--- src/dbp_pkg.sv ---
package dbp_pkg;

  // ----------------------------------------
  // synchronised pin vector layout
  // ----------------------------------------
  localparam int PIN_W     = 12;
  localparam int PIN_SYNC  = 11;
  localparam int PIN_SCLK  = 10;
  localparam int PIN_DIN   = 9;
  localparam int PIN_WR    = 8;
  localparam int PIN_STRAP = 7;
  localparam int PIN_OFS   = 6;
  localparam int PIN_CAL   = 5;
  localparam int PIN_ADDR  = 0;
  localparam int ADDR_W    = 5;
  // idle levels: frame sync and write strobe high, all else low
  localparam logic [PIN_W-1:0] PIN_RST = 12'h900;

  // ----------------------------------------
  // frame and storage sizes
  // ----------------------------------------
  localparam int CODE_W     = 14;
  localparam int HDR_W      = 10;
  localparam int SH_W       = 24;
  localparam int CHAN_N     = 32;
  localparam int MEM_N      = 33;
  localparam int SEL_W      = 6;
  localparam logic [SEL_W-1:0] OFFSET_IDX = 6'h20;
  localparam int CNT_W      = 5;
  localparam logic [CNT_W-1:0] HDR_CNT = 5'h0A;
  localparam logic [CNT_W-1:0] DAC_CNT = 5'h18;
  localparam logic [CNT_W-1:0] RD_CNT  = 5'h0E;

  // ----------------------------------------
  // types
  // ----------------------------------------
  typedef enum logic [1:0] {
    MODE_TRACK = 2'h0,
    MODE_LOAD  = 2'h1,
    MODE_ACQRD = 2'h2,
    MODE_RD    = 2'h3
  } dbp_mode_t;

  // addressing field, first bit on the wire at the top
  typedef struct packed {
    dbp_mode_t         mode;
    logic              all;
    logic              offset;
    logic [ADDR_W-1:0] chan;
    logic              spare;
  } dbp_hdr_t;

  // command handed to the analog core
  typedef struct packed {
    logic              all;
    logic              offset;
    logic [ADDR_W-1:0] chan;
    logic [CODE_W-1:0] code;
  } dbp_cmd_t;

  typedef enum logic [1:0] {
    SP_IDLE,
    SP_SHIFT,
    SP_READ
  } dbp_state_t;

endpackage : dbp_pkg

--- src/dbp_port.sv ---
// Summary of operation
// - readback mode shifts addressed register, no acquisition
// - strap high enables serial, disables parallel
// - bit launched on rise, host samples fall
// - broadcast loads or acquires all 32 channels
// - offset select addresses the offset channel
// - five address bits pick one of 32
// - code field written only in load mode
// - continuous or gated serial clock both work
// - frame sync fall clears the clock counter
// - ignore sync edges and surplus clocks correctly
// - output enabled first rise, off 14th fall
// - input sampled on each falling clock edge
// - input line ignored during readback
// - nothing shifts before a frame sync fall
// - strap low enables track-only parallel port
// - parallel pins captured on write strobe rise
// - chip select shares the frame sync pin
// - parallel offset select overrides address pins
// - parallel broadcast makes all channels acquire
// - words travel most significant bit first
// - first two bits select the mode
// - load frame is 10 plus 14 bits
// - track frame is 10 bits
//
// Strobed register access and the placing of the registers are this design's own decisions.
module dbp_port
  import dbp_pkg::*;
(
  // clock and reset
  input  wire logic              clk_sys,
  input  wire logic              rst_n,
  // shared pins
  input  wire logic              sync_cs_n,
  input  wire logic              port_select_strap,
  // serial link
  input  wire logic              sclk,
  input  wire logic              din,
  output logic                   dout,
  output logic                   dout_oe,
  // parallel port
  input  wire logic              wr_n,
  input  wire logic [ADDR_W-1:0] channel_address,
  input  wire logic              offset_sel,
  input  wire logic              cal,
  // analog core side
  output logic                   acq_pulse,
  output logic                   load_pulse,
  output dbp_cmd_t               cmd
);

  // ----------------------------------------
  // pin synchronisers
  // ----------------------------------------
  logic [PIN_W-1:0] pin_raw;
  logic [PIN_W-1:0] s1;
  logic [PIN_W-1:0] s2;
  logic [PIN_W-1:0] s3;
  logic [PIN_W-1:0] pin_f;
  logic [PIN_W-1:0] pin_q;
  logic [PIN_W-1:0] next_pin_f;

  assign pin_raw = {sync_cs_n, sclk, din, wr_n, port_select_strap,
                    offset_sel, cal, channel_address};

  genvar gi;
  generate
    for (gi = 0; gi < PIN_W; gi++) begin : g_pin
      // a change counts once stages two and three agree
      always_comb begin
        next_pin_f[gi] = (s2[gi] == s3[gi]) ? s3[gi] : pin_f[gi];
      end
    end
  endgenerate

  always_ff @(posedge clk_sys or negedge rst_n) begin
    if (!rst_n) begin
      s1    <= PIN_RST;
      s2    <= PIN_RST;
      s3    <= PIN_RST;
      pin_f <= PIN_RST;
      pin_q <= PIN_RST;
    end else begin
      s1    <= pin_raw;
      s2    <= s1;
      s3    <= s2;
      pin_f <= next_pin_f;
      pin_q <= pin_f;
    end
  end

  logic ser_en;
  logic sync_fall;
  logic sclk_rise;
  logic sclk_fall;
  logic wr_rise;

  assign sync_fall = pin_q[PIN_SYNC] & ~pin_f[PIN_SYNC];
  assign sclk_rise = ~pin_q[PIN_SCLK] & pin_f[PIN_SCLK];
  assign sclk_fall = pin_q[PIN_SCLK] & ~pin_f[PIN_SCLK];
  assign wr_rise   = ~pin_q[PIN_WR] & pin_f[PIN_WR];
  assign ser_en    = pin_f[PIN_STRAP];

  // ----------------------------------------
  // channel registers
  // ----------------------------------------
  logic [CODE_W-1:0] code_mem [MEM_N];
  logic [SEL_W-1:0]  wr_sel;

  assign wr_sel = cmd.offset ? OFFSET_IDX : {1'b0, cmd.chan};

  generate
    for (gi = 0; gi < MEM_N; gi++) begin : g_mem
      logic hit;
      assign hit = cmd.all ? (gi < CHAN_N) : (wr_sel == SEL_W'(gi));
      always_ff @(posedge clk_sys or negedge rst_n) begin
        if (!rst_n) begin
          code_mem[gi] <= '0;
        end else if (load_pulse && hit) begin
          code_mem[gi] <= cmd.code;
        end
      end
    end
  endgenerate

  // ----------------------------------------
  // serial and parallel command engine
  // ----------------------------------------
  dbp_state_t        state;
  dbp_state_t        next_state;
  logic [CNT_W-1:0]  cnt;
  logic [CNT_W-1:0]  next_cnt;
  logic [SH_W-1:0]   shreg;
  logic [SH_W-1:0]   next_shreg;
  logic [SH_W-1:0]   sh_in;
  logic [CNT_W-1:0]  cnt_inc;
  logic [CODE_W-1:0] out_sh;
  logic [CODE_W-1:0] next_out_sh;
  logic              rd_pend;
  logic              next_rd_pend;
  logic [SEL_W-1:0]  rd_sel;
  logic [SEL_W-1:0]  next_rd_sel;
  logic              next_dout;
  logic              next_dout_oe;
  logic              next_acq_pulse;
  logic              next_load_pulse;
  dbp_cmd_t          next_cmd;
  dbp_hdr_t          hdr_now;
  dbp_hdr_t          hdr_ld;

  assign sh_in   = {shreg[SH_W-2:0], pin_f[PIN_DIN]};
  assign cnt_inc = cnt + 5'h01;
  assign hdr_now = dbp_hdr_t'(sh_in[HDR_W-1:0]);
  assign hdr_ld  = dbp_hdr_t'(sh_in[SH_W-1:CODE_W]);

  always_comb begin
    next_state      = state;
    next_cnt        = cnt;
    next_shreg      = shreg;
    next_out_sh     = out_sh;
    next_rd_pend    = rd_pend;
    next_rd_sel     = rd_sel;
    next_dout       = dout;
    next_dout_oe    = dout_oe;
    next_acq_pulse  = 1'b0;
    next_load_pulse = 1'b0;
    next_cmd        = cmd;
    if (!ser_en) begin
      next_state   = SP_IDLE;
      next_dout_oe = 1'b0;
      next_rd_pend = 1'b0;
      if (wr_rise && !pin_f[PIN_SYNC]) begin
        next_acq_pulse = 1'b1;
        next_cmd.all    = pin_f[PIN_CAL];
        next_cmd.offset = pin_f[PIN_OFS];
        next_cmd.chan   = pin_f[PIN_OFS] ? '0 : pin_f[PIN_ADDR +: ADDR_W];
        next_cmd.code   = '0;
      end
    end else begin
      unique case (state)
        SP_IDLE: begin
          if (sync_fall) begin
            next_cnt    = '0;
            next_out_sh = code_mem[rd_sel];
            next_state  = rd_pend ? SP_READ : SP_SHIFT;
          end
        end
        SP_SHIFT: begin
          if (sclk_fall) begin
            next_shreg = sh_in;
            next_cnt   = cnt_inc;
            if (cnt_inc == HDR_CNT) begin
              next_cmd.all    = hdr_now.all;
              next_cmd.offset = hdr_now.offset;
              next_cmd.chan   = hdr_now.chan;
              next_cmd.code   = '0;
              next_rd_sel     = hdr_now.offset ? OFFSET_IDX
                                               : {1'b0, hdr_now.chan};
              if (hdr_now.mode != MODE_LOAD) begin
                next_state = SP_IDLE;
              end
              if (hdr_now.mode == MODE_TRACK || hdr_now.mode == MODE_ACQRD) begin
                next_acq_pulse = 1'b1;
              end
              if (hdr_now.mode == MODE_ACQRD || hdr_now.mode == MODE_RD) begin
                next_rd_pend = 1'b1;
              end
            end else if (cnt_inc == DAC_CNT) begin
              // code stored in load mode only
              next_cmd.all    = hdr_ld.all;
              next_cmd.offset = hdr_ld.offset;
              next_cmd.chan   = hdr_ld.chan;
              next_cmd.code   = sh_in[CODE_W-1:0];
              next_load_pulse = 1'b1;
              next_state      = SP_IDLE;
            end
          end
        end
        SP_READ: begin
          if (sclk_rise) begin
            next_dout    = out_sh[CODE_W-1];
            next_out_sh  = {out_sh[CODE_W-2:0], 1'b0};
            next_dout_oe = 1'b1;
          end else if (sclk_fall) begin
            next_cnt = cnt_inc;
            if (cnt_inc == RD_CNT) begin
              next_dout_oe = 1'b0;
              next_rd_pend = 1'b0;
              next_state   = SP_IDLE;
            end
          end
        end
      endcase
    end
  end

  always_ff @(posedge clk_sys or negedge rst_n) begin
    if (!rst_n) begin
      state      <= SP_IDLE;
      cnt        <= '0;
      shreg      <= '0;
      out_sh     <= '0;
      rd_pend    <= 1'b0;
      rd_sel     <= '0;
      dout       <= 1'b0;
      dout_oe    <= 1'b0;
      acq_pulse  <= 1'b0;
      load_pulse <= 1'b0;
      cmd        <= '0;
    end else begin
      state      <= next_state;
      cnt        <= next_cnt;
      shreg      <= next_shreg;
      out_sh     <= next_out_sh;
      rd_pend    <= next_rd_pend;
      rd_sel     <= next_rd_sel;
      dout       <= next_dout;
      dout_oe    <= next_dout_oe;
      acq_pulse  <= next_acq_pulse;
      load_pulse <= next_load_pulse;
      cmd        <= next_cmd;
    end
  end
endmodule : dbp_port

--- config.mk ---
export PLATFORM = sky130hd
export DESIGN_NAME = dbp_port
export DESIGN_NICKNAME = d
export VERILOG_FILES = /design/src/dbp_pkg.sv /design/src/dbp_port.sv
export SDC_FILE = /design/constraint.sdc
export NUM_CORES = 1
export LEC_CHECK = 0
export BUFFER_PORTS_ARGS = -buffer_cell sky130_fd_sc_hd__buf_2
export CAP_MARGIN = 20
export CELL_PAD_IN_SITES_DETAIL_PLACEMENT = 2
export CELL_PAD_IN_SITES_GLOBAL_PLACEMENT = 2
export CORE_UTILIZATION = 50
export DETAILED_ROUTE_END_ITERATION = 12
export GPL_TIMING_DRIVEN = 0
export PLACE_DENSITY_LB_ADDON = 0.1
export REMOVE_ABC_BUFFERS = 1
export SLEW_MARGIN = 20
export SYNTH_ARGS = -nofsm -noshare
export SYNTH_HDL_FRONTEND = slang
export SYNTH_SLANG_ARGS = --single-unit
--- constraint.sdc ---
create_clock -name clk_sys -period 5.2 [get_ports clk_sys]
set_clock_uncertainty 0.15 [all_clocks]
set_input_delay 1.04 -clock clk_sys [delete_from_list [all_inputs] [get_ports clk_sys]]
set_output_delay 1.04 -clock clk_sys [all_outputs]
set_load 0.01 [all_outputs]
* Yosys cells after proc, flatten, opt, wreduce, memory -nomap -nowiden
Index checks and enable logic that the tools add are counted.
** Word-level totals
- Output and inout bits :: 25
- Latch bits :: 0
- Bits in registers :: 596
- Input port bits :: 14
- Memories kept :: 0
- Word-level logic and storage cells :: 281
- Bits in writable memories :: 0
- ROM bits :: 0
** Cells by class
- Multiply operators :: 0
- Shift-type cells :: 0
- Bitwise operators :: 9
- Equality and inequality tests :: 71
- $add $sub $neg :: 1
- Reductions and logical operators :: 51
- Mux-type cells :: 85
- $lt $le $gt $ge :: 1
- Div/mod/pow operators :: 0
** Operators with widths (number)
- 2-to-1 mux 21 bit :: 6
- equality test 6 x 5 -> 1 bit, second input constant :: 16
- binary-select mux 14 bit (select 6 bit) :: 1
- 2-to-1 mux 14 bit :: 4
- 2-to-1 mux 1 bit :: 54
- equality test 6 x 4 -> 1 bit, second input constant :: 8
- logical AND 1 bit :: 34
- case mux 14 bit (2 select lines) :: 1
- equality test 6 x 3 -> 1 bit, second input constant :: 4
- inequality test 3 bit, second input constant :: 7
- 2-to-1 mux 2 bit :: 10
- 2-to-1 mux 5 bit :: 4
- case mux 5 bit (3 select lines) :: 1
- AND reduction 7 bit :: 2
- equality test 1 bit :: 12
- equality test 6 x 2 -> 1 bit, second input constant :: 2
- 2-to-1 mux 6 bit :: 2
- inequality test 3 x 1 -> 1 bit, second input constant :: 4
- AND reduction 3 bit :: 4
- AND reduction 4 bit :: 3
- equality test 5 x 4 -> 1 bit, second input constant :: 2
- inequality test 2 x 1 -> 1 bit, second input constant :: 4
- inequality test 4 bit, second input constant :: 2
- >= comparator 7 bit, second input constant :: 1
- other kinds (17) :: 30

* Logic depth before layout (Yosys ltp)
- Word-level depth :: 7
- Gate-level depth with buffers :: 10
- Mapped depth without buffers :: 7

* Worst setup path after synthesis
Ideal clock, no wire load.
- Path kind :: flip-flop to flip-flop
- From :: register cnt[0]
- To :: register cmd[14] in the netlist's numbering
- Cell stages (with the launch flop) :: 9
- Buffers on the path :: 2
- Path slack :: 2.868 ns
- Setup time :: 0.128 ns
- Required time :: 4.922 ns
- Data arrival time :: 2.054 ns
- Period minus slack after synthesis :: 2.332 ns
- Cell sequence :: dfrtp_1 -> ha_1 -> buf_2 -> and4_1 -> o31ai_4 -> a211oi_2 -> nor2_2 -> buf_6 -> mux2_1
** On the way
- Cells in the longest elaborated chain, start to end :: 6
- Elaborated cells on any way between the ends :: 9
- Classes of those cells :: 1 x add/sub; 3 x eq/ne; 4 x mux; 1 x reduce/logical
** Ends and longest elaborated chain
- start: declaration :: line dbp_port.sv:131 : logic [CNT_W-1:0] cnt;
- start signal: assignment :: line dbp_port.sv:252 : cnt <= next_cnt;
- adder 5 x 1 -> 5 bit * :: line dbp_port.sv:152 : assign cnt_inc = cnt + 5'h01;
- equality test 5 x 4 -> 1 bit :: line dbp_port.sv:192 : if (cnt_inc == HDR_CNT) begin
- 2-to-1 mux 21 bit :: line dbp_port.sv:192
- 2-to-1 mux 21 bit :: line dbp_port.sv:189 : if (sclk_fall) begin
- 2-to-1 mux 21 bit :: line dbp_port.sv:180 : unique case (state)
- 2-to-1 mux 21 bit :: line dbp_port.sv:168 : if (!ser_en) begin
- end signal: assignment :: line dbp_port.sv:261 : cmd <= next_cmd;
- end: declaration :: line dbp_port.sv:49 : output dbp_cmd_t cmd
Every way passes the cells marked *; elsewhere a longest branch is shown, timed or not. The select of a mux whose other input is x is not followed.
A chain may end at the register's enable or synchronous reset.

* Worst setup path after layout
- From :: register rd_sel[2]
- To :: register out_sh[12]
** On the way
- Cells in the longest elaborated chain, start to end :: 6
** Ends and longest elaborated chain
- start: declaration :: line dbp_port.sv:141 : logic [SEL_W-1:0] rd_sel;
- start signal: assignment :: line dbp_port.sv:256 : rd_sel <= next_rd_sel;
- NOT 6 -> 7 bit (implied by the code) :: line dbp_port.sv:184 : next_out_sh = code_mem[rd_sel];
- binary-select mux 14 bit (select 6 bit) :: line dbp_port.sv:184
- 2-to-1 mux 14 bit (implied by the code) (2 in a row) :: line dbp_port.sv:184
- 2-to-1 mux 14 bit :: line dbp_port.sv:182 : if (sync_fall) begin
- case mux 14 bit (2 select lines) :: line dbp_port.sv:180
- end signal: assignment :: line dbp_port.sv:254 : out_sh <= next_out_sh;
- end: declaration :: line dbp_port.sv:137 : logic [CODE_W-1:0] out_sh;
No other way between the ends. The select of a mux whose other input is x is not followed.

==> qor.csv <==
metric,value,unit
critPathRequiredTime,5.52,ns
power.share.combinational,5.7,%
track_usage,30.44,%
crit_fanout,28,
cpLargestDelayFamily,buffers and inverters,
ys_seq_elements,587,
power,10490,uW
crit_chain,"buf_12, clkinv_1, mux2i_1, o22ai_1, a211oi_1, a21oi_1",
ant_nets,0,
holdWs,0.1868,ns
fin_area,29950,um^2
leakage,0.01429,uW
start_kind,flop,
drt_iter0_drc,833,
use_met2,52.86,%
drive_gt1_share,32.52,%
vias,15670,
crit_start,rd_sel[2]$_DFFE_PN0P_,
cap_viol_max_count,0,
syn_area,26610,um^2
start_util,50.64,%
ys_async_sr_fraction,100.0,%
drt_pre_antenna_iters,6,
antenna_found_initial,1,
core_area,52550,um^2
use_met3,4.387,%
maxSlewHeadroom,24.97,%
hold_viol,0,
internal-power,7851,uW
status,"complete, no violations",
dpl_cell_area,27630,um^2
clk_pin_slew,0.06,ns
yosysUniqueCellTypes,63,
final_util,56.99,%
synth_edf_count,0,
met1_usage,38.94,%
ys_warn_count,0,
cts_resized,0,
synth_cells,1823,
grt_max_degree,99,
grt_pass1_wl,120600,um
numCtsBuffers,67,
cts_tree,yes,
swShare,25.14,%
fillers,4507,
slowest_stage,clkinv_1,
clockRootBuffer,clkbuf_16,
p_clk_share,47.2,%
finalMaxSlewViolations,0,
rows,84,
hpwl,47550,um
max_clock_freq,0.2626,GHz
p_seq_share,47.0,%
cp_slowest_stage_delay,0.88,ns
cts_setup_buffers,0,
yosysSeqAreaShare,55.24,%
busiest_layer,met2,
peakVddDrop,0.0003295,V
die_y,232.7,um
fin_crit,3.808,ns
worstMarginPinSlew,1.124,ns
clkLatencyLatePin,0.62,ns
diodes,0,
port_buffers,38,
r2r-start,rd_sel[2]$_DFFE_PN0P_,
die-width,232.7,um
fin_nets,1818,
routedWlPerCell,30.81,um
setup_viol,0,
htree_num_levels,3,
area_growth,12.54,%
cts_sinks,587,
grt-ovfl-total,0,
hold_buffers,0,
drc,0,
switchingPower,2636,uW
first_global_vias,18210,
wl,78220,um
routed_via_density,6.171,
hold_class,in2async,
io_pins,39,
crit_type,reg2reg,
synth_flop_cell,dfrtp_1,
place_congestion,0.7630,
cp-end-kind,flop,
cts_buffer_depth,3,
syn_avg_cell_area,14.60,um^2
p_per_area,350.2,nW/um^2
die-area,54150,um^2
critPathBufInv,2,
final.period_utilization,73.23,%
rsz0062_at_grt,false,
crit_arrival,4.13,ns
## cells by family after synthesis
| kind of cell | share of synthesized area [%] |
|---|---|
| mux | 32.15 |
| flops | 55.24 |
| buf+inv | 3.888 |
| simple gates | 3.869 |
| compound gates | 3.987 |
| fa+ha+maj | 0.7334 |
| xor+xnor | 0.1270 |
## per-stage QoR
| step | worst slack, ns | instances | setup TNS [ns] |
|---|---|---|---|
| 3_3_place_gp | -9.010 | 2375 | -5246.41 |
| 4_1_cts | 1.415 | 2539 | 0 |
| 5_1_grt | 1.351 | 2539 | 0 |
| 6_report | 1.392 | 2539 | 0 |
| 3_5_place_dp | 1.442 | 2417 | 0 |
| 2_1_floorplan | -0.1027 | 1649 | -0.1027 |
## placed cells by master, fill, tap and decap left out, types with 4 or more instances in the layout
cell / n
buf_8: 15
nand3_1: 6
clkinv_2: 6
clkbuf_1: 16
buf_2: 37
dfstp_2: 10
mux4_2: 110
ha_1: 6
mux2_1: 262
nor2b_4: 4
nand3b_1: 18
nor3_1: 9
a2111oi_0: 4
dfrtp_1: 560
clkinv_8: 4
nor2_1: 15
o211ai_1: 18
nand4_1: 7
mux2_2: 229
clkbuf_16: 67
nor2b_1: 6
clkbuf_8: 21
inv_1: 25
bufinv_16: 5
mux2i_1: 55
buf_16: 12
o22ai_1: 13
o21ai_0: 42
a21oi_1: 49
nand2_1: 62
nand2b_1: 12
maj3_1: 12
a211oi_1: 14
buf_6: 14
dfrtp_2: 14
nor2b_2: 27
## Yosys cell counts, drive strengths merged (4+ instances only)
cell	n	area (um^2)
mux4	110	2477
o22ai	13	81.33
a2111oi	4	35.03
nor2	17	66.32
nor3	12	70.07
o21ai	43	215.2
nand3b	18	135.1
clkbuf	77	289.0
buf	97	636.9
nand2b	12	75.07
a211oi	15	117.6
dfstp	10	262.8
mux2i	55	550.5
nor4	4	31.28
maj3	12	120.1
nand3	8	45.04
dfrtp	577	14440
o211ai	18	135.1
nand2	62	232.7
ha	6	75.07
a21oi	49	245.2
inv	28	105.1
nand4	7	43.79
mux2	491	5529
nor2b	37	231.5
## state kept, by name, summed over array words and instances (netlist names), 5 cells and up
name and flops:
s1 12, cnt 5, cmd 21, s2 12, s3 12, code_mem 462
pin_f 12, shreg 21, out_sh 14, rd_sel 6
## area by class of cell
class                           instances  area, um^2  share of cell area (%)
Clock buffer                          104        2026                   6.764
Clock inverter                         18       294.0                  0.9817
Inverter                               29       108.9                  0.3635
Multi-Input combinational cell       1033       10990                   36.70
Sequential cell                       587       14730                   49.18
Tap cell                              688       860.8                   2.874
Timing Repair Buffer                   80       938.4                   3.133
## path summary, 6_finish.rpt
kind | endpoint | slack (ns) | cells after the start
max | out_sh[12]$_DFFE_PN0P_ | 1.39 | 6
min | code_mem[345]$_DFFE_PN0P_ | 0.19 | 1
max reg2reg | out_sh[12]$_DFFE_PN0P_ | 1.39 | 6
min reg2reg | s2[2]$_DFF_PN0_ | 0.20 | 0
max in group asynchronous | code_mem[231]$_DFFE_PN0P_ | 2.82 | 5
min in group clk_sys | s2[2]$_DFF_PN0_ | 0.20 | 0
## metal layers
layer  share of wire [%]  wire (um)
met4                 3.3       2581
met1                  42      32480
met3                 3.3       2544
met5                   0          0
met2                  52      40610
## power by group through the flow
stage               Combinational, uW  Clock (uW)  Sequential [uW]
finish                            602        4950             4930
global route                      661        5220             4950
CTS                               613        5070             4930
detailed placement                595           0             5010
global placement                  494           0             5010
floorplan                         294           0             4910
Power figures use the tool's default switching activity.
